### config.mk
export PLATFORM = sky130hd
export DESIGN_NAME = lbs_scheduler
export DESIGN_NICKNAME = d
export VERILOG_FILES = /design/src/lbs_fifo.v /design/src/lbs_rand.v /design/src/lbs_scheduler.v
export VERILOG_INCLUDE_DIRS = /design/src /design/src/common
export SDC_FILE = /design/constraint.sdc
export NUM_CORES = 1
export LEC_CHECK = 0
export BUFFER_PORTS_ARGS = -buffer_cell sky130_fd_sc_hd__buf_2
export CELL_PAD_IN_SITES_DETAIL_PLACEMENT = 1
export CELL_PAD_IN_SITES_GLOBAL_PLACEMENT = 1
export CORE_MARGIN = 4
export CORE_UTILIZATION = 53
export CTS_CLUSTER_DIAMETER = 40
export CTS_CLUSTER_SIZE = 16
export DETAILED_ROUTE_END_ITERATION = 10
export GPL_ROUTABILITY_DRIVEN = 0
export PLACE_DENSITY_LB_ADDON = 0.1
export SLEW_MARGIN = 20
export SYNTH_ARGS = -nofsm -noshare
export SYNTH_HDL_FRONTEND = slang
export SYNTH_SLANG_ARGS = --single-unit
### constraint.sdc
create_clock -name mclk -period 10 [get_ports mclk]
set_input_delay 3 -clock mclk [delete_from_list [all_inputs] [get_ports mclk]]
set_output_delay 3 -clock mclk [all_outputs]
set_load 0.01 [all_outputs]
### src/common/lbs_defines.vh
// constants for the locator burst scheduler: register map, field layout,
// default position values and slot timing figures.
// assumes inclusion by bare name from the design files.
`ifndef LBS_DEFINES_VH
`define LBS_DEFINES_VH

// register map, byte addresses on the wishbone bus
`define LBS_ADR_CTRL 8'h00
`define LBS_ADR_STATUS 8'h04
`define LBS_ADR_GAP 8'h08

// control register bits
`define LBS_CTRL_ACTIVE_GO 0
`define LBS_CTRL_TEST_GO 1
`define LBS_CTRL_STOP 2
`define LBS_CTRL_START_CH2 3

// slots between burst starts, one minute of slot time
`define LBS_GAP_RESET 12'h8CA
// random increment window, inclusive (2025 .. 2475); span is the largest offset
`define LBS_INCR_MIN 12'h7E9
`define LBS_INCR_SPAN 9'h1C2

// message field values
`define LBS_NAV_ACTIVE 4'hE
`define LBS_NAV_TEST 4'hF
`define LBS_TS_NONE 6'h3F
`define LBS_SYNC_DIRECT 2'h0
`define LBS_SYNC_NONE 2'h3
`define LBS_LON_NONE 28'h6791AC0
`define LBS_LAT_NONE 27'h3412140
`define LBS_COG_NONE 12'hE10
`define LBS_SOG_NONE 10'h3FF
`define LBS_TMO_FIRST 3'h7

// burst shape
`define LBS_MSGS_PER_BURST 8
`define LBS_BURSTS_PER_CYCLE 8

// queued word layout, lsb of each field
`define LBS_W_TS 0
`define LBS_W_SOG 6
`define LBS_W_COG 16
`define LBS_W_LAT 28
`define LBS_W_LON 55
`define LBS_W_SUB 83
`define LBS_W_TMO 97
`define LBS_W_SYNC 100
`define LBS_W_NAV 102
`define LBS_W_TXT 106
`define LBS_W_SAFETY 107
`define LBS_W_CH 108
`define LBS_W_WIDTH 109

`endif

### src/lbs_fifo.v
// small first-in first-out queue with a registered output stage.
// assumes one clock; source and sink use valid/ready handshakes.
`timescale 1ns/1ps
module lbs_fifo #(
    parameter WIDTH = 8,
    parameter DEPTH = 4,
    parameter AW = 2
) (
    input wire mclk,
    input wire nrst,
    input wire in_valid,
    output wire in_ready,
    input wire [WIDTH-1:0] in_data,
    output reg out_valid,
    input wire out_ready,
    output reg [WIDTH-1:0] out_data
);

reg [WIDTH-1:0] mem [0:DEPTH-1];
reg [AW-1:0] wr_ptr_reg;
reg [AW-1:0] rd_ptr_reg;
reg [AW:0] count_reg;
wire push;
wire pop;

////////////////////////////////////////////////////////////////////////
// output stage refills whenever it is empty or being taken
assign in_ready = (count_reg < DEPTH);
assign push = in_valid && in_ready;
assign pop = (count_reg != 0) && (!out_valid || out_ready);

always @(posedge mclk) begin
    if (push) begin
        mem[wr_ptr_reg] <= in_data;
    end
end

always @(posedge mclk or negedge nrst) begin
    if (!nrst) begin
        wr_ptr_reg <= {AW{1'b0}};
        rd_ptr_reg <= {AW{1'b0}};
        count_reg <= {(AW+1){1'b0}};
        out_valid <= 1'b0;
        out_data <= {WIDTH{1'b0}};
    end else begin
        if (push) begin
            wr_ptr_reg <= (wr_ptr_reg == DEPTH - 1) ? {AW{1'b0}} : wr_ptr_reg + 1'b1;
        end
        if (pop) begin
            rd_ptr_reg <= (rd_ptr_reg == DEPTH - 1) ? {AW{1'b0}} : rd_ptr_reg + 1'b1;
            out_data <= mem[rd_ptr_reg];
            out_valid <= 1'b1;
        end else if (out_ready) begin
            out_valid <= 1'b0;
        end
        if (push && !pop) begin
            count_reg <= count_reg + 1'b1;
        end else if (pop && !push) begin
            count_reg <= count_reg - 1'b1;
        end
    end
end

endmodule

### src/lbs_rand.v
// pseudo random slot increment source, free running lfsr.
// assumes one clock; the value is always inside the allowed window.
`timescale 1ns/1ps
`include "lbs_defines.vh"
module lbs_rand (
    input wire mclk,
    input wire nrst,
    output reg [11:0] incr
);

reg [15:0] lfsr_reg;
wire [8:0] raw;
wire [8:0] fold;

////////////////////////////////////////////////////////////////////////
// fold keeps the window inclusive; slight bias on low values is accepted
assign raw = lfsr_reg[8:0];
assign fold = (raw > `LBS_INCR_SPAN) ? raw - `LBS_INCR_SPAN - 9'h001 : raw;

always @(posedge mclk or negedge nrst) begin
    if (!nrst) begin
        lfsr_reg <= 16'hACE1;
        incr <= `LBS_INCR_MIN;
    end else begin
        lfsr_reg <= {lfsr_reg[14:0], lfsr_reg[15] ^ lfsr_reg[13] ^ lfsr_reg[12] ^ lfsr_reg[10]};
        incr <= `LBS_INCR_MIN + {3'h0, fold};
    end
end

endmodule

### src/lbs_scheduler.v
// locator burst scheduler: builds the beacon message bursts and queues
// them for the radio modem.
// assumes slot timing and position inputs come from logic on mclk.
//
// Functional notes
// RQ1 - active mode sends one eight-message burst per minute, pre-announcing transmissions
// RQ2 - consecutive messages of a burst alternate between the two channels
// RQ3 - bursts one and five: status 14, time-out 7 or 3, safety at slots 5,6
// RQ4 - bursts two, four, six: status 14, time-out 6,4,2, sub-message slot
// RQ5 - burst three: eight reports, status 14, time-out 5, sub-message 0
// RQ6 - burst seven: status 14, time-out 1, sub-message carries utc time
// RQ7 - burst eight: status 14, time-out 0, sub-message carries slot increment
// RQ8 - increment after burst eight random, inclusive 2025 to 2475 slots
// RQ9 - after burst eight the cycle restarts at burst one while active
// RQ10 - alternation may start on the second channel, active and test
// RQ11 - safety broadcast only in bursts one and five
// RQ12 - test mode sends exactly one burst, eight messages, four per channel
// RQ13 - test burst: safety first and last, six reports status 15, zeros
// RQ14 - no fix: longitude 181, latitude 91, course/speed unavailable, stamp 63
// RQ15 - fix lost in active mode: keep last position, course and speed
// RQ16 - while on last known position: time stamp 63, sync state 3
// RQ17 - burst and slot indices select every field of each message; position fields follow the fix state instead; code: status and text flag follow the mode
//
// The register addresses and the Wishbone interface to the registers were decided locally.
`timescale 1ns/1ps
`include "lbs_defines.vh"
module lbs_scheduler #(
    parameter FIFO_DEPTH = 4,
    parameter FIFO_AW = 2
) (
    input wire mclk,
    input wire nrst,
    input wire wb_cyc_i,
    input wire wb_stb_i,
    input wire wb_we_i,
    input wire [7:0] wb_adr_i,
    input wire [3:0] wb_sel_i,
    input wire [31:0] wb_dat_i,
    output reg [31:0] wb_dat_o,
    output reg wb_ack_o,
    input wire slot_tick,
    input wire [11:0] slot_num,
    input wire [13:0] utc_time,
    input wire pos_valid,
    input wire [27:0] pos_lon,
    input wire [26:0] pos_lat,
    input wire [11:0] pos_cog,
    input wire [9:0] pos_sog,
    input wire [5:0] pos_ts,
    output wire tx_valid,
    input wire tx_ready,
    output wire tx_channel,
    output wire tx_safety,
    output wire tx_text_test,
    output wire [3:0] tx_nav,
    output wire [1:0] tx_sync,
    output wire [2:0] tx_timeout,
    output wire [13:0] tx_submsg,
    output wire [27:0] tx_lon,
    output wire [26:0] tx_lat,
    output wire [11:0] tx_cog,
    output wire [9:0] tx_sog,
    output wire [5:0] tx_ts
);

localparam ST_IDLE = 2'b00;
localparam ST_WAIT = 2'b01;
localparam ST_EMIT = 2'b10;

reg [1:0] state_reg;
reg active_reg;
reg test_reg;
reg start_ch2_reg;
reg [11:0] gap_reg;
reg [11:0] gap_cnt_reg;
reg [2:0] burst_reg;
reg [2:0] slot_reg;
reg ch_reg;
reg [11:0] incr_reg;
reg have_fix_reg;
reg [27:0] last_lon_reg;
reg [26:0] last_lat_reg;
reg [11:0] last_cog_reg;
reg [9:0] last_sog_reg;
wire [11:0] rand_incr;
wire fifo_in_ready;
wire [`LBS_W_WIDTH-1:0] fifo_out;
wire push;
wire bus_req;
wire bus_wr;
wire go_active;
wire go_test;
wire go_stop;

////////////////////////////////////////////////////////////////////////
// wishbone slave: ack one cycle after the request, dropped after one

assign bus_req = wb_cyc_i && wb_stb_i;
// write takes effect at the edge where the master sees ack
assign bus_wr = bus_req && wb_we_i && wb_ack_o;
assign go_active = bus_wr && (wb_adr_i == `LBS_ADR_CTRL) && wb_sel_i[0] &&
    wb_dat_i[`LBS_CTRL_ACTIVE_GO];
assign go_test = bus_wr && (wb_adr_i == `LBS_ADR_CTRL) && wb_sel_i[0] &&
    wb_dat_i[`LBS_CTRL_TEST_GO];
assign go_stop = bus_wr && (wb_adr_i == `LBS_ADR_CTRL) && wb_sel_i[0] &&
    wb_dat_i[`LBS_CTRL_STOP];

always @(posedge mclk or negedge nrst) begin
    if (!nrst) begin
        wb_ack_o <= 1'b0;
        wb_dat_o <= 32'h00000000;
        start_ch2_reg <= 1'b0;
        gap_reg <= `LBS_GAP_RESET;
    end else begin
        wb_ack_o <= bus_req && !wb_ack_o;
        if (bus_req && !wb_ack_o && !wb_we_i) begin
            if (wb_adr_i == `LBS_ADR_CTRL) begin
                wb_dat_o <= {28'h0000000, start_ch2_reg, 3'h0};
            end else if (wb_adr_i == `LBS_ADR_STATUS) begin
                wb_dat_o <= {4'h0, incr_reg, 2'h0, have_fix_reg && !pos_valid,
                    have_fix_reg, 1'b0, slot_reg, 1'b0, burst_reg, 2'h0, test_reg,
                    active_reg};
            end else if (wb_adr_i == `LBS_ADR_GAP) begin
                wb_dat_o <= {20'h00000, gap_reg};
            end else begin
                wb_dat_o <= 32'h00000000;
            end
        end
        if (bus_wr && (wb_adr_i == `LBS_ADR_CTRL) && wb_sel_i[0]) begin
            start_ch2_reg <= wb_dat_i[`LBS_CTRL_START_CH2]; // RQ10
        end
        if (bus_wr && (wb_adr_i == `LBS_ADR_GAP)) begin
            if (wb_sel_i[0]) begin
                gap_reg[7:0] <= wb_dat_i[7:0];
            end
            if (wb_sel_i[1]) begin
                gap_reg[11:8] <= wb_dat_i[11:8];
            end
        end
    end
end

////////////////////////////////////////////////////////////////////////
// position memory: last good fix is kept for when the receiver drops out

always @(posedge mclk or negedge nrst) begin
    if (!nrst) begin
        have_fix_reg <= 1'b0;
        last_lon_reg <= `LBS_LON_NONE;
        last_lat_reg <= `LBS_LAT_NONE;
        last_cog_reg <= `LBS_COG_NONE;
        last_sog_reg <= `LBS_SOG_NONE;
    end else begin
        if (go_active || go_test) begin
            // a fresh activation forgets any old fix
            have_fix_reg <= pos_valid;
        end else if (pos_valid) begin
            have_fix_reg <= 1'b1;
        end
        if (pos_valid) begin
            last_lon_reg <= pos_lon; // RQ15
            last_lat_reg <= pos_lat;
            last_cog_reg <= pos_cog;
            last_sog_reg <= pos_sog;
        end
    end
end

////////////////////////////////////////////////////////////////////////
// message fields chosen from mode, burst and slot index; position fields from the fix state

reg is_safety;
reg [3:0] f_nav;
reg [2:0] f_tmo;
reg [13:0] f_sub;
reg [1:0] f_sync;
reg [27:0] f_lon;
reg [26:0] f_lat;
reg [11:0] f_cog;
reg [9:0] f_sog;
reg [5:0] f_ts;

always @* begin
    if (test_reg) begin
        is_safety = (slot_reg == 3'h0) || (slot_reg == 3'h7); // RQ13
        f_nav = `LBS_NAV_TEST; // RQ13
        f_tmo = 3'h0;
        f_sub = 14'h0000;
    end else begin
        is_safety = ((burst_reg == 3'h0) || (burst_reg == 3'h4)) &&
            ((slot_reg == 3'h4) || (slot_reg == 3'h5)); // RQ3 RQ11
        f_nav = `LBS_NAV_ACTIVE;
        f_tmo = `LBS_TMO_FIRST - burst_reg; // RQ3 RQ4 RQ5 RQ6 RQ7
        if (burst_reg == 3'h1 || burst_reg == 3'h3 || burst_reg == 3'h5) begin
            f_sub = {2'h0, slot_num}; // RQ4
        end else if (burst_reg == 3'h6) begin
            f_sub = utc_time; // RQ6
        end else if (burst_reg == 3'h7) begin
            f_sub = {2'h0, incr_reg}; // RQ7
        end else begin
            f_sub = 14'h0000; // RQ3 RQ5
        end
    end
    if (pos_valid) begin
        f_lon = pos_lon;
        f_lat = pos_lat;
        f_cog = pos_cog;
        f_sog = pos_sog;
        f_ts = pos_ts;
        f_sync = `LBS_SYNC_DIRECT;
    end else if (have_fix_reg && active_reg) begin
        f_lon = last_lon_reg; // RQ15
        f_lat = last_lat_reg;
        f_cog = last_cog_reg;
        f_sog = last_sog_reg;
        f_ts = `LBS_TS_NONE; // RQ16
        f_sync = `LBS_SYNC_NONE; // RQ16
    end else begin
        f_lon = `LBS_LON_NONE; // RQ14
        f_lat = `LBS_LAT_NONE;
        f_cog = `LBS_COG_NONE;
        f_sog = `LBS_SOG_NONE;
        f_ts = `LBS_TS_NONE;
        f_sync = `LBS_SYNC_NONE;
    end
end

////////////////////////////////////////////////////////////////////////
// burst sequencer; emission stalls on a full queue, never drops a message

assign push = (state_reg == ST_EMIT) && fifo_in_ready;

always @(posedge mclk or negedge nrst) begin
    if (!nrst) begin
        state_reg <= ST_IDLE;
        active_reg <= 1'b0;
        test_reg <= 1'b0;
        burst_reg <= 3'h0;
        slot_reg <= 3'h0;
        ch_reg <= 1'b0;
        gap_cnt_reg <= 12'h000;
        incr_reg <= `LBS_INCR_MIN;
    end else if (go_stop) begin
        state_reg <= ST_IDLE;
        active_reg <= 1'b0;
        test_reg <= 1'b0;
    end else if (go_active || go_test) begin
        state_reg <= ST_EMIT;
        active_reg <= go_active;
        test_reg <= go_test && !go_active;
        burst_reg <= 3'h0; // RQ17
        slot_reg <= 3'h0;
        // the go write's own lane bit applies, not the one it replaces
        ch_reg <= wb_dat_i[`LBS_CTRL_START_CH2]; // RQ10
        gap_cnt_reg <= gap_reg;
    end else begin
        case (state_reg)
            ST_IDLE: begin
                slot_reg <= 3'h0;
            end
            ST_WAIT: begin
                if (slot_tick) begin
                    if (gap_cnt_reg <= 12'h001) begin
                        state_reg <= ST_EMIT; // RQ1
                        ch_reg <= start_ch2_reg; // RQ10
                        gap_cnt_reg <= gap_reg;
                        if (burst_reg == 3'h7) begin
                            incr_reg <= rand_incr; // RQ8
                        end
                    end else begin
                        gap_cnt_reg <= gap_cnt_reg - 12'h001;
                    end
                end
            end
            ST_EMIT: begin
                if (slot_tick && gap_cnt_reg > 12'h001) begin
                    gap_cnt_reg <= gap_cnt_reg - 12'h001;
                end
                if (push) begin
                    ch_reg <= !ch_reg; // RQ2
                    slot_reg <= slot_reg + 3'h1; // RQ17
                    if (slot_reg == 3'h7) begin
                        if (test_reg) begin
                            state_reg <= ST_IDLE; // RQ12
                            test_reg <= 1'b0;
                        end else begin
                            state_reg <= ST_WAIT;
                            burst_reg <= burst_reg + 3'h1; // RQ9
                            if (burst_reg == 3'h7) begin
                                gap_cnt_reg <= incr_reg; // RQ8
                            end
                        end
                    end
                end
            end
            default: begin
                state_reg <= ST_IDLE;
            end
        endcase
    end
end

////////////////////////////////////////////////////////////////////////
// random increment source and modem queue

lbs_rand u_rand (
    .mclk(mclk),
    .nrst(nrst),
    .incr(rand_incr)
);

lbs_fifo #(
    .WIDTH(`LBS_W_WIDTH),
    .DEPTH(FIFO_DEPTH),
    .AW(FIFO_AW)
) u_fifo (
    .mclk(mclk),
    .nrst(nrst),
    .in_valid(push),
    .in_ready(fifo_in_ready),
    .in_data({ch_reg, is_safety, test_reg, f_nav, f_sync, f_tmo, f_sub,
        f_lon, f_lat, f_cog, f_sog, f_ts}),
    .out_valid(tx_valid),
    .out_ready(tx_ready),
    .out_data(fifo_out)
);

assign tx_channel = fifo_out[`LBS_W_CH];
assign tx_safety = fifo_out[`LBS_W_SAFETY];
assign tx_text_test = fifo_out[`LBS_W_TXT];
assign tx_nav = fifo_out[`LBS_W_NAV+3:`LBS_W_NAV];
assign tx_sync = fifo_out[`LBS_W_SYNC+1:`LBS_W_SYNC];
assign tx_timeout = fifo_out[`LBS_W_TMO+2:`LBS_W_TMO];
assign tx_submsg = fifo_out[`LBS_W_SUB+13:`LBS_W_SUB];
assign tx_lon = fifo_out[`LBS_W_LON+27:`LBS_W_LON];
assign tx_lat = fifo_out[`LBS_W_LAT+26:`LBS_W_LAT];
assign tx_cog = fifo_out[`LBS_W_COG+11:`LBS_W_COG];
assign tx_sog = fifo_out[`LBS_W_SOG+9:`LBS_W_SOG];
assign tx_ts = fifo_out[`LBS_W_TS+5:`LBS_W_TS];

endmodule

== Word level (Yosys, flattened, before mapping) ==
Memories as Yosys holds them, arrays and structs flattened. A register that Yosys moved wholly into a read port is not among the register bits.
Index checks and enable logic that the tools add are counted.

* Multiplexer cells: 68
* Order comparisons: 4
* Reductions and logical operators: 63
* Bitwise operators: 5
* Add/subtract/negate cells: 11
* Equal/unequal tests: 24

{| class="wikitable"
|+ Operator list
! kind !! count
|-
| 12-bit two-way mux || 12
|-
| 28-bit two-way mux || 3
|-
| 27-bit two-way mux || 2
|-
| 14-bit two-way mux || 3
|-
| 32-bit two-way mux || 1
|-
| 3-bit two-way mux || 10
|-
| 12-bit one-hot mux with 2 select lines || 1
|-
| 3-bit equality test, second input constant || 7
|-
| 1-bit logical AND || 21
|-
| 1-bit two-way mux || 20
|-
| 10-bit two-way mux || 2
|-
| 2-bit two-way mux || 9
|-
| 3-bit nonzero test || 6
|-
| 5-bit AND reduction || 3
|-
| 2-bit nonzero test || 7
|-
| 11-bit by 9-bit adder with 12-bit output, first input constant || 1
|-
| 12-bit by 1-bit > comparator with 1-bit output, second input constant || 1
|-
| 12-bit by 1-bit less-or-equal comparator with 1-bit output, second input constant || 1
|-
| 12-bit by 1-bit subtractor with 12-bit output, second input constant || 1
|-
| 3-bit by 1-bit adder with 3-bit output, second input constant || 3
|-
| 9-bit > comparator, second input constant || 1
|-
| 1-bit zero test || 9
|-
| 9-bit two-way mux || 1
|-
| 3-bit != test, second input constant || 3
|-
| other kinds (29) || 47
|}

* Output and inout bits: 143
* Bits in writable memories: 424
* Word-level logic and storage cells: 201
* Memories: 1
* Register bits after elaboration: 304

{| class="wikitable"
|+ Memories
! name !! words !! width !! rd ports !! clocked after memory_dff !! wr ports !! line !! text
|-
| u_fifo.mem || 4 || 106 || 1 || 1 || 1 || lbs_fifo.v:19 || <nowiki>reg [WIDTH-1:0] mem [0:DEPTH-1];</nowiki>
|}

== Logic depth before layout (Yosys ltp) ==
Gate-level depths: netlist (run 1).

* Depth in word-level cells: 10
* Mapped depth: 14

== Hierarchy ==
A second synthesis (run 1) with hierarchy kept.

* Cell total of the unflattened synthesis: 1783
* Area total of the unflattened synthesis: 29498.3 µm²

{| class="wikitable"
|+ By module, submodules not included
! module !! sequential area each (µm²) !! times used !! cells an instance !! area each (µm²)
|-
| lbs_fifo || 16020.4 || 1 || 843 || 20189.4
|-
| lbs_scheduler || 3886.2 || 1 || 834 || 7996.4
|-
| lbs_rand || 720.7 || 1 || 106 || 1312.5
|}

== Worst setup path after synthesis (run 1) ==
OpenSTA, ideal clock, no wires.

* Path kind: input -> register
* Start: in tx_ready
* End: reg u_fifo.count_reg[1]
* Arrival time: 4736 ps
* Stages: 8
* Setup time: 125 ps
* Setup slack: 5139 ps
* Cell sequence: inv_1 a21oi_1 clkbuf_1 inv_1 ha_1 inv_1 fa_1 mux2_2

* Cells in the longest elaborated chain, start to end: 5
* Elaborated cells on any way between the ends: 7

{| class="wikitable"
|+ RTL lines
! what !! line !! text
|-
| start: declaration || lbs_scheduler.v:51 || <nowiki>input wire tx_ready,</nowiki>
|-
| 1-bit logical OR (*) || lbs_fifo.v:30 || <nowiki>assign pop = (count_reg != 0) && (!out_valid || out_ready);</nowiki>
|-
| 1-bit logical AND (*) || lbs_fifo.v:30 ||
|-
| 1-bit zero test || lbs_fifo.v:56 || <nowiki>if (push && !pop) begin</nowiki>
|-
| 1-bit logical AND || lbs_fifo.v:56 ||
|-
| 3-bit two-way mux / 2-bit nonzero test (equally long branches) || - ||
|-
| end signal: assignment || lbs_fifo.v:42 || <nowiki>count_reg <= {(AW+1){1'b0}};</nowiki>
|-
| end signal: assignment || lbs_fifo.v:57 || <nowiki>count_reg <= count_reg + 1'b1;</nowiki>
|-
| end signal: assignment || lbs_fifo.v:59 || <nowiki>count_reg <= count_reg - 1'b1;</nowiki>
|-
| end: declaration || lbs_fifo.v:22 || <nowiki>reg [AW:0] count_reg;</nowiki>
|}

Every way passes the cells marked *; elsewhere a longest branch is shown, timed or not.
A chain may end at the register's enable or synchronous reset.

== Worst setup path after layout (run 1) ==
* Start: in wb_adr_i[1]
* End: reg state_reg[1]

* Cells in the longest elaborated chain, start to end: 7
* Elaborated cells on any way between the ends: 15

{| class="wikitable"
|+ RTL lines
! what !! line !! text
|-
| start: declaration || lbs_scheduler.v:36 || <nowiki>input wire [7:0] wb_adr_i,</nowiki>
|-
| 8-bit zero test (no source line) (*) || - ||
|-
| 1-bit logical AND (*) (2 in a row) || lbs_scheduler.v:101, lbs_scheduler.v:103, lbs_scheduler.v:105 ||
|-
| 1-bit logical AND, on equally long branches || lbs_scheduler.v:101, lbs_scheduler.v:103 ||
|-
| 1-bit logical OR || lbs_scheduler.v:247 || <nowiki>end else if (go_active || go_test) begin</nowiki>
|-
| 4-bit != test (no source line), or another cell as far along || - ||
|-
| 5-bit AND reduction (no source line) / 2-bit two-way mux (equally long branches) || - ||
|-
| end signal: assignment || lbs_scheduler.v:244 || <nowiki>state_reg <= ST_IDLE;</nowiki>
|-
| end signal: assignment || lbs_scheduler.v:248 || <nowiki>state_reg <= ST_EMIT;</nowiki>
|-
| end signal: assignment || lbs_scheduler.v:264 || <nowiki>state_reg <= ST_EMIT;</nowiki>
|-
| end: declaration || lbs_scheduler.v:70 || <nowiki>reg [1:0] state_reg;</nowiki>
|}

Marked as above.

==> out/results.tsv, run 1 <==
metric	value	unit
status	finished clean	
Hold WC Path Type	flip-flop to flip-flop	
layout cells sized above 1	37.53	%
async set-reset flop share out of synthesis	41.41	%
area of the die	57720	um^2
Final ANT Viol Nets	0	
RSZ-0062 raised after global routing	false	
worst flop-to-flop path endpoint	u_rand.incr[8]$_DFF_PN1_	
via count	16780	
core area	52970	um^2
Crit Path Category	primary input to flip-flop	
Starting Density	53.97	%
CTS buffer count	97	
dominant cells by area after synthesis	edfxtp_1 44%, dfrtp_1 20%, mux4_2 8.2%, mux2_2 6.2%, dfstp_2 5.7%	
chip width	240.3	um
final WL	71.88	mm
# IOs	304	
Post-synth EDFFs	416	
hold path cells	0	
Reg-to-Reg Start	u_rand.lfsr_reg[0]$_DFF_PN1_	
vias in the first global route	18680	
Seq/Total Area, Yosys	69.70	%
worst-case vdd ir drop	0.0001966	V
fmax	198.6	MHz
hold_buf cts	0	
top_reg_cell synth	edfxtp_1	
Crit path required time	10.50	ns
Syn Area/Cell	16.07	um^2
initial antenna violation count	1	
r2r worst-path depth	13	
fin crit share	50.35	%
Synth Instances	1779	
P_leak	0.01313	uW
row count	84	
worst rel slew slack	26.30	%
global-route congestion overflow total	0	
Placed Cells	2665	
Slew Viols, Final	0	
Clock Pin Slew Worst Setup and Hold Paths	0.06	ns
initial DRC count	985	
Yosys top cell area share	43.69	%
Critical Path Sink Type	flip-flop	
Setup Fix Bufs, Post-CTS	0	
Worst Skew	0.02032	ns
Final #Nets	2260	
count leader, synth	edfxtp_1	
Netlist cell types	71	
worst slew pin tran	1.106	ns
first-pass GRT wire length	110.4	mm
#FFs+latches synth	710	
Period minus WS final	5.035	ns
total of max-cap violations	0	
IO buf count	275	
Tot GR Track Use	25.18	%
final setup fails	0	
Worst R2R Setup Slack	6.60	ns
CP arrival	5.54	ns
vias per cell	5.880	
wire per inst	25.19	um
Yosys top cell by area	edfxtp_1	
drt drc	0	
Die H	240.3	um
power per cell area	255.9	nW/um^2
Root Driver	clkbuf_16	
Layout Area Growth over Synthesis	19.14	%
Setup Total Neg Slack	0	ns
hpwl dp	43.14	mm
Post-Syn Area	28590	um^2
max reg flops	416	
clock tree sinks	710	
deepest clock path buffer count	3	
synth warn	0	
H-tree lvl count	3	
fin cells	2853	
top cells by count, synth	416 x edfxtp_1, 232 x dfrtp_1, 157 x mux2_2	
Final Hold Fails	0	
HP Start	u_rand.lfsr_reg[14]$_DFF_PN0_	
largest net degree at the start of global routing	148	
Pre-Repair DR Iteration Count	5	
Clock Latency Late Sink	0.63	ns
Startpoint Class	primary input	
CTS tree	yes	
crit-path max FO	14	
Resized cells post-CTS	0	
end point of the worst hold path	u_rand.lfsr_reg[15]$_DFF_PN1_	
==> per-stage QoR <==
stage | setup slack [ns] | power (uW) | hold slack (ns) | util [%] | cell area, um^2
after floorplan | 5.139 | 4653 | 0.3330 | - | 28610
after global placement | 4.293 | 5209 | 0.3360 | 57.78 | 30610
after detailed placement | 4.304 | 5272 | 0.3406 | 57.83 | 30630
after CTS | 4.935 | 8824 | 0.3506 | 64.20 | 34010
after global routing | 4.885 | 9089 | 0.3496 | 64.29 | 34050
final | 4.965 | 8716 | 0.3477 | 64.30 | 34060
==> power breakdown <==
part / switching, uW / total (uW) / internal (uW)
clock network: 1310 / 3510 / 2200
registers: 263 / 3650 / 3390
logic: 742 / 1560 / 816
total: 2320 / 8720 / 6400
==> layer usage <==
layer,global-route usage [%],wire length [um],up-vias,share of wire (%)
met1,32.51,28790,8815,40
met5,0,11,-,0.015
met3,4.634,3811,150,5.3
met4,8.202,2121,2,3.0
li1,-,-,7335,-
met2,43.68,37150,474,52
==> layout make-up <==
cell class / instances / area, um^2
well taps: 688 / 860.8
clock inverters: 64 / 681.9
diodes: 4 / 10.01
flip-flops and latches: 710 / 19930
inverters: 65 / 244.0
clock buffers: 118 / 2693
multi-input cells: 908 / 8031
repair buffers: 296 / 1608
fillers: 4817 / 18910
==> logic make-up (layout without fill, tap and decap cells) <==
kind of cell	count (synthesis)	count (layout)	share of synthesized area, %
other cells	1	10	0.01312
buf+inv	166	543	2.403
fa+ha+maj	21	21	0.9453
xor+xnor	19	19	0.5821
compound gates	250	250	5.698
simple gates	335	335	5.676
flops	710	710	69.70
mux	277	277	14.98
==> worst max-delay path: stages <==
cell and delay (ns):
buf_2 0.09, or4_1 0.58, nor4_4 0.56, nand2_1 0.32, nor2_1 0.58, o31ai_1 0.15, a22o_1 0.25
==> placed cells by master (no fill, tap or decap), types with 9 or more instances in the layout <==
cell / instances
edfxtp_1: 416
buf_2: 273
dfrtp_1: 230
mux2_2: 157
nand2_1: 125
mux4_2: 104
clkbuf_16: 102
o21ai_0: 84
nor2_1: 74
inv_1: 65
dfstp_2: 62
o31ai_1: 47
nand2b_1: 46
a21oi_1: 23
nand3_1: 22
ha_1: 20
buf_4: 17
clkinv_2: 14
inv_6: 14
a311oi_1: 13
a221oi_1: 12
clkinv_4: 12
a31oi_1: 11
mux2_1: 11
nor3_1: 10
xor2_1: 10
o21ai_1: 10
bufinv_16: 10
xnor2_1: 9
==> worst max-delay path by stage <==
stage,end,cells after the start,slack (ns),start
floorplan,u_fifo.count_reg[1]$_DFFE_PN0P_,8,5.14,tx_ready
global placement,gap_cnt_reg[0]$_DFFE_PN0P_,7,4.29,wb_adr_i[1]
detailed placement,gap_cnt_reg[0]$_DFFE_PN0P_,7,4.30,wb_adr_i[1]
CTS,gap_cnt_reg[0]$_DFFE_PN0P_,7,4.94,wb_adr_i[1]
global route,state_reg[1]$_DFFE_PN0P_,7,4.88,wb_adr_i[1]
finish,state_reg[1]$_DFFE_PN0P_,7,4.96,wb_adr_i[1]
No activity file was read; power rests on OpenSTA's default activity.
==> run 2, diff against run 1 <==
--- a/config.mk
+++ b/config.mk
@@ -10,7 +10,7 @@
 export CELL_PAD_IN_SITES_DETAIL_PLACEMENT = 1
 export CELL_PAD_IN_SITES_GLOBAL_PLACEMENT = 1
 export CORE_MARGIN = 4
-export CORE_UTILIZATION = 53
+export CORE_UTILIZATION = 50
 export CTS_CLUSTER_DIAMETER = 40
 export CTS_CLUSTER_SIZE = 16
 export DETAILED_ROUTE_END_ITERATION = 10
==> constraint.sdc (replaced) <==
create_clock -name mclk -period 4.7 [get_ports mclk]
set_input_delay 1.41 -clock mclk [delete_from_list [all_inputs] [get_ports mclk]]
set_output_delay 1.41 -clock mclk [all_outputs]
set_load 0.01 [all_outputs]
==> run 2 against run 1 <==
  * Power up 110%
  * Cell area rose by 0.55%
  * Worst hold slack improved by 0.0052 ns
  * Sequential cell count unchanged
  * First-iteration DRC count grew 12%
  * Global-route usage decreased by 1.5 points
==> out/results.tsv, run 2 (synthesis gave the netlist of run 1 again) <==
metric	value	unit	change
P_leak	0.01316	uW	was 0.01313 uW
hold_buf cts	0		unchanged
Worst path slowest cell	dfstp_2		was or4_1
# IOs	304		unchanged
Crit path required time	5.24	ns	was 10.50 ns
Root Driver	clkbuf_16		unchanged
Comb pwr share	18.5	%	was 17.9%
H-tree lvl count	3		unchanged
r2r worst-path depth	13		unchanged
area of the die	61070	um^2	was 57,720 um^2
Hold WC Path Type	flip-flop to flip-flop		unchanged
Worst setup endpoint	u_rand.incr[8]$_DFF_PN1_		was state_reg[1]$_DFFE_PN0P_
Die H	247.1	um	was 240.3 um
most common cell after layout, fill and taps aside	edfxtp_1		unchanged
Crit Path Category	flip-flop to flip-flop		was primary input to flip-flop
layout cells sized above 1	37.48	%	was 37.53%
Layout Area Growth over Synthesis	19.80	%	was 19.14%
worst rel slew slack	26.72	%	was 26.30%
RSZ-0062 raised after global routing	false		unchanged
fin crit share	72.92	%	
final setup fails	0		unchanged
Clock Latency Late Sink	0.63	ns	about the same
wire per inst	24.34	um	was 25.19 um
Period minus WS final	3.427	ns	
Crit path largest cell delay	0.63	ns	was 0.58 ns
most frequent cells in the layout	416 x edfxtp_1, 273 x buf_2, 230 x dfrtp_1, 157 x mux2_2, 125 x nand2_1		unchanged
Hold WS	0.3529	ns	was 0.3477 ns
crit path launch	u_rand.lfsr_reg[0]$_DFF_PN1_		was wb_adr_i[1]
Net Switching	4939	uW	was 2318 uW
clock power share	40.5	%	was 40.3%
Resized cells post-CTS	0		unchanged
Final Util	60.62	%	was 64.30%
largest net degree at the start of global routing	110		was 148
critical path, cell by cell	inv_1, ha_1, nand2b_1, a21oi_1, xnor2_1, inv_1, ha_1, nand2b_1, a21oi_1, a211oi_1, o211ai_1, and2_1, o21ai_0		was buf_2, or4_1, nor4_4, nand2_1, nor2_1, o31ai_1, a22o_1
P_int	13630	uW	was 6398 uW
drt drc	0		unchanged
Setup Total Neg Slack	0	ns	unchanged
power per cell area	542.1	nW/um^2	was 255.9 nW/um^2
Setup Fix Bufs, Post-CTS	0		unchanged
vias in the first global route	18340		was 18,680
Reg-to-Reg Start	u_rand.lfsr_reg[0]$_DFF_PN1_		unchanged
row count	87		was 84
Multi-input gate area	8030	um^2	was 8031 um^2
Final #Nets	2264		was 2,260
crit-path max FO	9		was 14
setup ws final	1.273	ns	was 4.965 ns
total of max-cap violations	0		unchanged
post-placement setup slack	0.6861	ns	was 4.304 ns
final WL	71.14	mm	was 71.88 mm
core area	56500	um^2	was 52,970 um^2
Clock Pin Slew Worst Setup and Hold Paths	0.06	ns	about the same
status	finished clean		unchanged
Worst R2R Setup Slack	1.27	ns	was 6.60 ns
cell area after layout	34250	um^2	was 34,060 um^2
hpwl dp	42.18	mm	was 43.14 mm
sw frac	26.60	%	about the same
Tot GR Track Use	23.64	%	was 25.18%
Critical Path Sink Type	flip-flop		unchanged
Final Hold Fails	0		unchanged
worst flop-to-flop path endpoint	u_rand.incr[8]$_DFF_PN1_		unchanged
Starting Density	50.61	%	was 53.97%
Pre-Repair DR Iteration Count	5		unchanged
initial DRC count	1107		was 985
fmax	291.8	MHz	
via count	16750		was 16,780
worst slew pin tran	1.099	ns	was 1.106 ns
DP Area	30860	um^2	was 30,630 um^2
FILL cells	5146		was 4,817
vias per cell	5.732		was 5.880
worst-case vdd ir drop	0.0004958	V	was 0.0001966 V
deepest clock path buffer count	3		unchanged
Startpoint Class	flip-flop		was primary input
Slew Viols, Final	0		unchanged
initial antenna violation count	4		was 1
global-route congestion overflow total	0		unchanged
Final ANT Viol Nets	0		unchanged
IO buf count	275		unchanged
Seq pwr share	41.0	%	was 41.9%
Worst Skew	0.02053	ns	was 0.02032 ns
CTS tree	yes		unchanged
CP arrival	3.96	ns	was 5.54 ns
clock tree sinks	710		unchanged
first-pass GRT wire length	109.9	mm	was 110.4 mm
CTS buffer count	97		unchanged
FF+latch area	19930	um^2	unchanged
max reg flops	416		unchanged
chip width	247.1	um	was 240.3 um
[run 2: changes by cell type in the layout (fill, tap and decap cells not counted), moves of 2 or more]
cell,previous run,this run
diode_2,4,2
clkinv_2,14,6
clkinv_4,12,14
inv_8,0,2
inv_6,14,17
buf_4,17,15
clkbuf_8,8,4
clkbuf_1,8,11
buf_12,3,10
[run 2: how the worst min path moves through the flow]
stage,start,to,slack [ns],cells after the start
after floorplan,u_rand.lfsr_reg[9]$_DFF_PN0_,u_rand.lfsr_reg[10]$_DFF_PN1_,0.33,0
after global placement,u_rand.lfsr_reg[9]$_DFF_PN0_,u_rand.lfsr_reg[10]$_DFF_PN1_,0.34,0
after detailed placement,u_rand.lfsr_reg[9]$_DFF_PN0_,u_rand.lfsr_reg[10]$_DFF_PN1_,0.34,0
after CTS,u_rand.lfsr_reg[9]$_DFF_PN0_,u_rand.lfsr_reg[10]$_DFF_PN1_,0.35,0
after global routing,u_rand.lfsr_reg[9]$_DFF_PN0_,u_rand.lfsr_reg[10]$_DFF_PN1_,0.37,0
final,u_rand.lfsr_reg[9]$_DFF_PN0_,u_rand.lfsr_reg[10]$_DFF_PN1_,0.35,0
[run 2: final cells by class]
cell class	instances	share of cell area, %
sequential	710	58.20
multi-input combinational	908	23.45
clock buffer	116	7.661
timing repair buffer	300	4.979
tap	756	2.762
clock inverter	65	2.225
inverter	65	0.7124
antenna	2	0.01461
[run 2: power groups by stage]
stage | registers [uW] | logic [uW] | clock network, uW
3_3_place_gp | 7710 | 3410 | 0
3_5_place_dp | 7740 | 3490 | 0
2_1_floorplan | 7800 | 2100 | 0
6_report | 7620 | 3430 | 7520
5_1_grt | 7700 | 3710 | 7990
4_1_cts | 7640 | 3520 | 7670
[run 2: per-layer routing]
metal / part of all wire, % / global-route usage (%)
met2: 52 / 41.69
met3: 5.1 / 4.392
met5: 0.038 / 0
met1: 41 / 30.63
met4: 2.1 / 5.573
[run 2: metrics by stage]
stage          std cells  total power (uW)
4_1_cts             2920             18820
5_1_grt             2922             19390
3_3_place_gp        2739             11120
3_5_place_dp        2739             11230
6_report            2922             18570
2_1_floorplan       1784              9899
[run 2: critical path: cells and delay by family, from the launching register on]
family | cells | cell delay (ns)
AO/OA/AOI/OAI | 5 | 1.36
buffers and inverters | 2 | 0.14
adder cells (fa/ha/maj) | 2 | 0.46
flip-flops | 1 | 0.63
XOR/XNOR | 1 | 0.21
AND/OR/NAND/NOR | 3 | 0.53
==> run 3, diff against run 2 <==
--- a/config.mk
+++ b/config.mk
@@ -10,7 +10,7 @@
 export CELL_PAD_IN_SITES_DETAIL_PLACEMENT = 1
 export CELL_PAD_IN_SITES_GLOBAL_PLACEMENT = 1
 export CORE_MARGIN = 4
-export CORE_UTILIZATION = 50
+export CORE_UTILIZATION = 45
 export CTS_CLUSTER_DIAMETER = 40
 export CTS_CLUSTER_SIZE = 16
 export DETAILED_ROUTE_END_ITERATION = 10
==> constraint.sdc (replaced) <==
create_clock -name mclk -period 3 [get_ports mclk]
set_input_delay 0.9 -clock mclk [delete_from_list [all_inputs] [get_ports mclk]]
set_output_delay 0.9 -clock mclk [all_outputs]
set_load 0.01 [all_outputs]
==> run 3 against run 2 <==
  * Routed wire length is 1.3% higher
  * Fmax is 22% higher
  * Power is 62% higher
  * Worst setup slack worse by 1.1 ns
  * Worst hold slack worse by 0.17 ns
  * Largest power group is now the clock network
==> out/results.tsv, run 3 (synthesis gave the netlist of run 1 again) <==
metric	value	unit	change
Multi-input gate area	8043	um^2	was 8030 um^2
Starting Density	45.41	%	was 50.61%
worst slew pin tran	0.9182	ns	was 1.099 ns
Pre-Repair DR Iteration Count	5		unchanged
P_leak	0.01366	uW	was 0.01316 uW
Crit path required time	3.57	ns	was 5.24 ns
layout cells sized above 1	40.24	%	was 37.48%
CP arrival	3.38	ns	was 3.96 ns
area of the die	67630	um^2	was 61,070 um^2
Clock Pin Slew Worst Setup and Hold Paths	0.06	ns	about the same
Final Util	56.24	%	was 60.62%
# IOs	304		unchanged
Net Switching	8235	uW	was 4939 uW
Period minus WS final	2.813	ns	was 3.427 ns
Slew Viols, Final	0		unchanged
worst rel slew slack	38.79	%	was 26.72%
Critical Path Sink Type	flip-flop		unchanged
IO buf count	275		unchanged
crit-path max FO	4		was 9
Final ANT Viol Nets	0		unchanged
vias per cell	5.448		was 5.732
initial DRC count	939		was 1,107
Final Hold Fails	0		unchanged
fin cells	3095		was 2,922
deepest clock path buffer count	3		unchanged
core area	62970	um^2	was 56,500 um^2
Reg-to-Reg Start	u_rand.lfsr_reg[0]$_DFF_PN1_		unchanged
global-route congestion overflow total	0		unchanged
CTS tree	yes		unchanged
Die H	260.1	um	was 247.1 um
via count	16860		was 16,750
P_int	21900	uW	was 13,630 uW
H-tree lvl count	3		unchanged
status	finished clean		unchanged
Crit Path Category	flip-flop to flip-flop		unchanged
critical path, cell by cell	inv_1, ha_1, nand2b_1, a21oi_4, xnor2_1, inv_1, ha_1, nand2b_1, a21oi_1, a211oi_2, o211ai_1, buf_4, buf_4, nor2_1		was inv_1, ha_1, nand2b_1, a21oi_1, xnor2_1, inv_1, ha_1, nand2b_1, a21oi_1, a211oi_1, o211ai_1, and2_1, o21ai_0
Worst path slowest cell	dfstp_2		unchanged
FF+latch area	19930	um^2	unchanged
largest net degree at the start of global routing	90		was 110
row count	92		was 87
Final #Nets	2334		was 2,264
final WL	72.04	mm	was 71.14 mm
Crit path largest cell delay	0.53	ns	was 0.63 ns
drt drc	0		unchanged
Comb pwr share	17.9	%	was 18.5%
chip width	260.1	um	was 247.1 um
initial antenna violation count	0		was 4
most common cell after layout, fill and taps aside	edfxtp_1		unchanged
Crit path buffers/inverters	4		was 2
final setup fails	0		unchanged
Startpoint Class	flip-flop		unchanged
clock tree sinks	710		unchanged
wire per inst	23.28	um	was 24.34 um
Clock Latency Late Sink	0.64	ns	was 0.63 ns
Hold WC Path Type	primary input to async pin		was flip-flop to flip-flop
Layout Area Growth over Synthesis	23.87	%	was 19.80%
max reg flops	416		unchanged
crit path launch	u_rand.lfsr_reg[0]$_DFF_PN1_		unchanged
fmax	355.5	MHz	was 291.8 MHz
first-pass GRT wire length	111.3	mm	was 109.9 mm
power per cell area	850.9	nW/um^2	was 542.1 nW/um^2
clock power share	42.3	%	was 40.5%
FILL cells	5927		was 5,146
most frequent cells in the layout	416 x edfxtp_1, 273 x buf_2, 230 x dfrtp_1, 157 x mux2_2, 125 x nand2_1		unchanged
Seq pwr share	39.8	%	was 41.0%
hpwl dp	45.53	mm	was 42.18 mm
Worst path top cell family by delay	compound AO/OA/AOI/OAI gates		unchanged
total of max-cap violations	0		unchanged
worst-case vdd ir drop	0.0004576	V	was 0.0004958 V
Tot GR Track Use	21.44	%	was 23.64%
Worst Skew	0.01998	ns	was 0.02053 ns
CTS buffer count	109		was 97
Antenna diodes	0		was 2
Root Driver	clkbuf_16		unchanged
sw frac	27.33	%	was 26.60%
vias in the first global route	18730		was 18,340
Placed Cells	2886		was 2,739
fin crit share	93.77	%	was 72.92%
hold_buf cts	0		unchanged
==> run 3: changes by cell type in the layout (fill, tap and decap cells not counted), moves of 2 or more <==
cell,delta
inv_8,+9
clkinv_2,+2
clkbuf_1,-8
clkbuf_8,-3
inv_4,-2
buf_12,+15
clkbuf_16,+12
bufinv_16,-3
diode_2,-2
buf_4,+43
clkinvlp_4,+15
clkinv_8,+5
==> run 3: timing repair <==
action / CTS / global route
buffers inserted: 0 / 1
setup endpoints to repair: 0 / 3
gates resized for setup: 0 / 3
==> run 3: area by class of cell <==
cell class | count | area share (%)
clock buffer | 117 | 8.055
clock inverter | 91 | 2.692
inverter | 65 | 0.6889
multi-input combinational | 908 | 22.71
sequential | 710 | 56.29
tap | 846 | 2.989
timing repair buffer | 358 | 6.575
==> run 3: power groups by stage <==
stage	clock (uW)	sequential, uW	combinational [uW]
after floorplan	0	12200	3300
final	12800	12000	5390
after detailed placement	0	12200	5510
after global routing	13600	12100	5850
after CTS	13000	12000	5560
after global placement	0	12200	5410
==> run 3: through the flow <==
step	hold slack [ns]	setup slack [ns]	area, um^2	TNS, ns	total power, uW
2_1_floorplan	0.3330	0.04448	28610	0	15510
3_3_place_gp	0.3346	-0.04927	31580	-0.04927	17560
3_5_place_dp	0.3465	-0.06945	31580	-0.08998	17700
4_1_cts	0.1718	0.01122	35390	0	30620
5_1_grt	0.1900	-0.05029	35410	-0.07427	31520
6_report	0.1865	0.1869	35410	0	30140
==> run 3: routing by layer <==
layer | global-route usage [%] | wire length (um)
met5 | 0 | 0
met4 | 6.784 | 1775
met3 | 3.447 | 3230
met2 | 36.98 | 37020
met1 | 28.10 | 30010
==> run 3: worst reg2reg max path: cells and delay by family, from the launching register on <==
family | cells | cell delay, ns
compound gates | 4 | 0.80
xor+xnor | 1 | 0.17
fa+ha+maj | 2 | 0.42
buf+inv | 4 | 0.43
flops | 1 | 0.53
simple gates | 3 | 0.40
==> run 3: worst paths after layout <==
check	slack, ns	end	cells after the start
max	0.19	u_rand.incr[10]$_DFF_PN1_	14
min	0.19	u_fifo.out_data[2]$_DFFE_PN0P_	1
max reg2reg	0.19	u_rand.incr[10]$_DFF_PN1_	14
min reg2reg	0.35	u_rand.lfsr_reg[15]$_DFF_PN1_	0
max in group asynchronous	2.02	u_rand.lfsr_reg[7]$_DFF_PN1_	2
min in group mclk	0.35	u_rand.lfsr_reg[15]$_DFF_PN1_	0
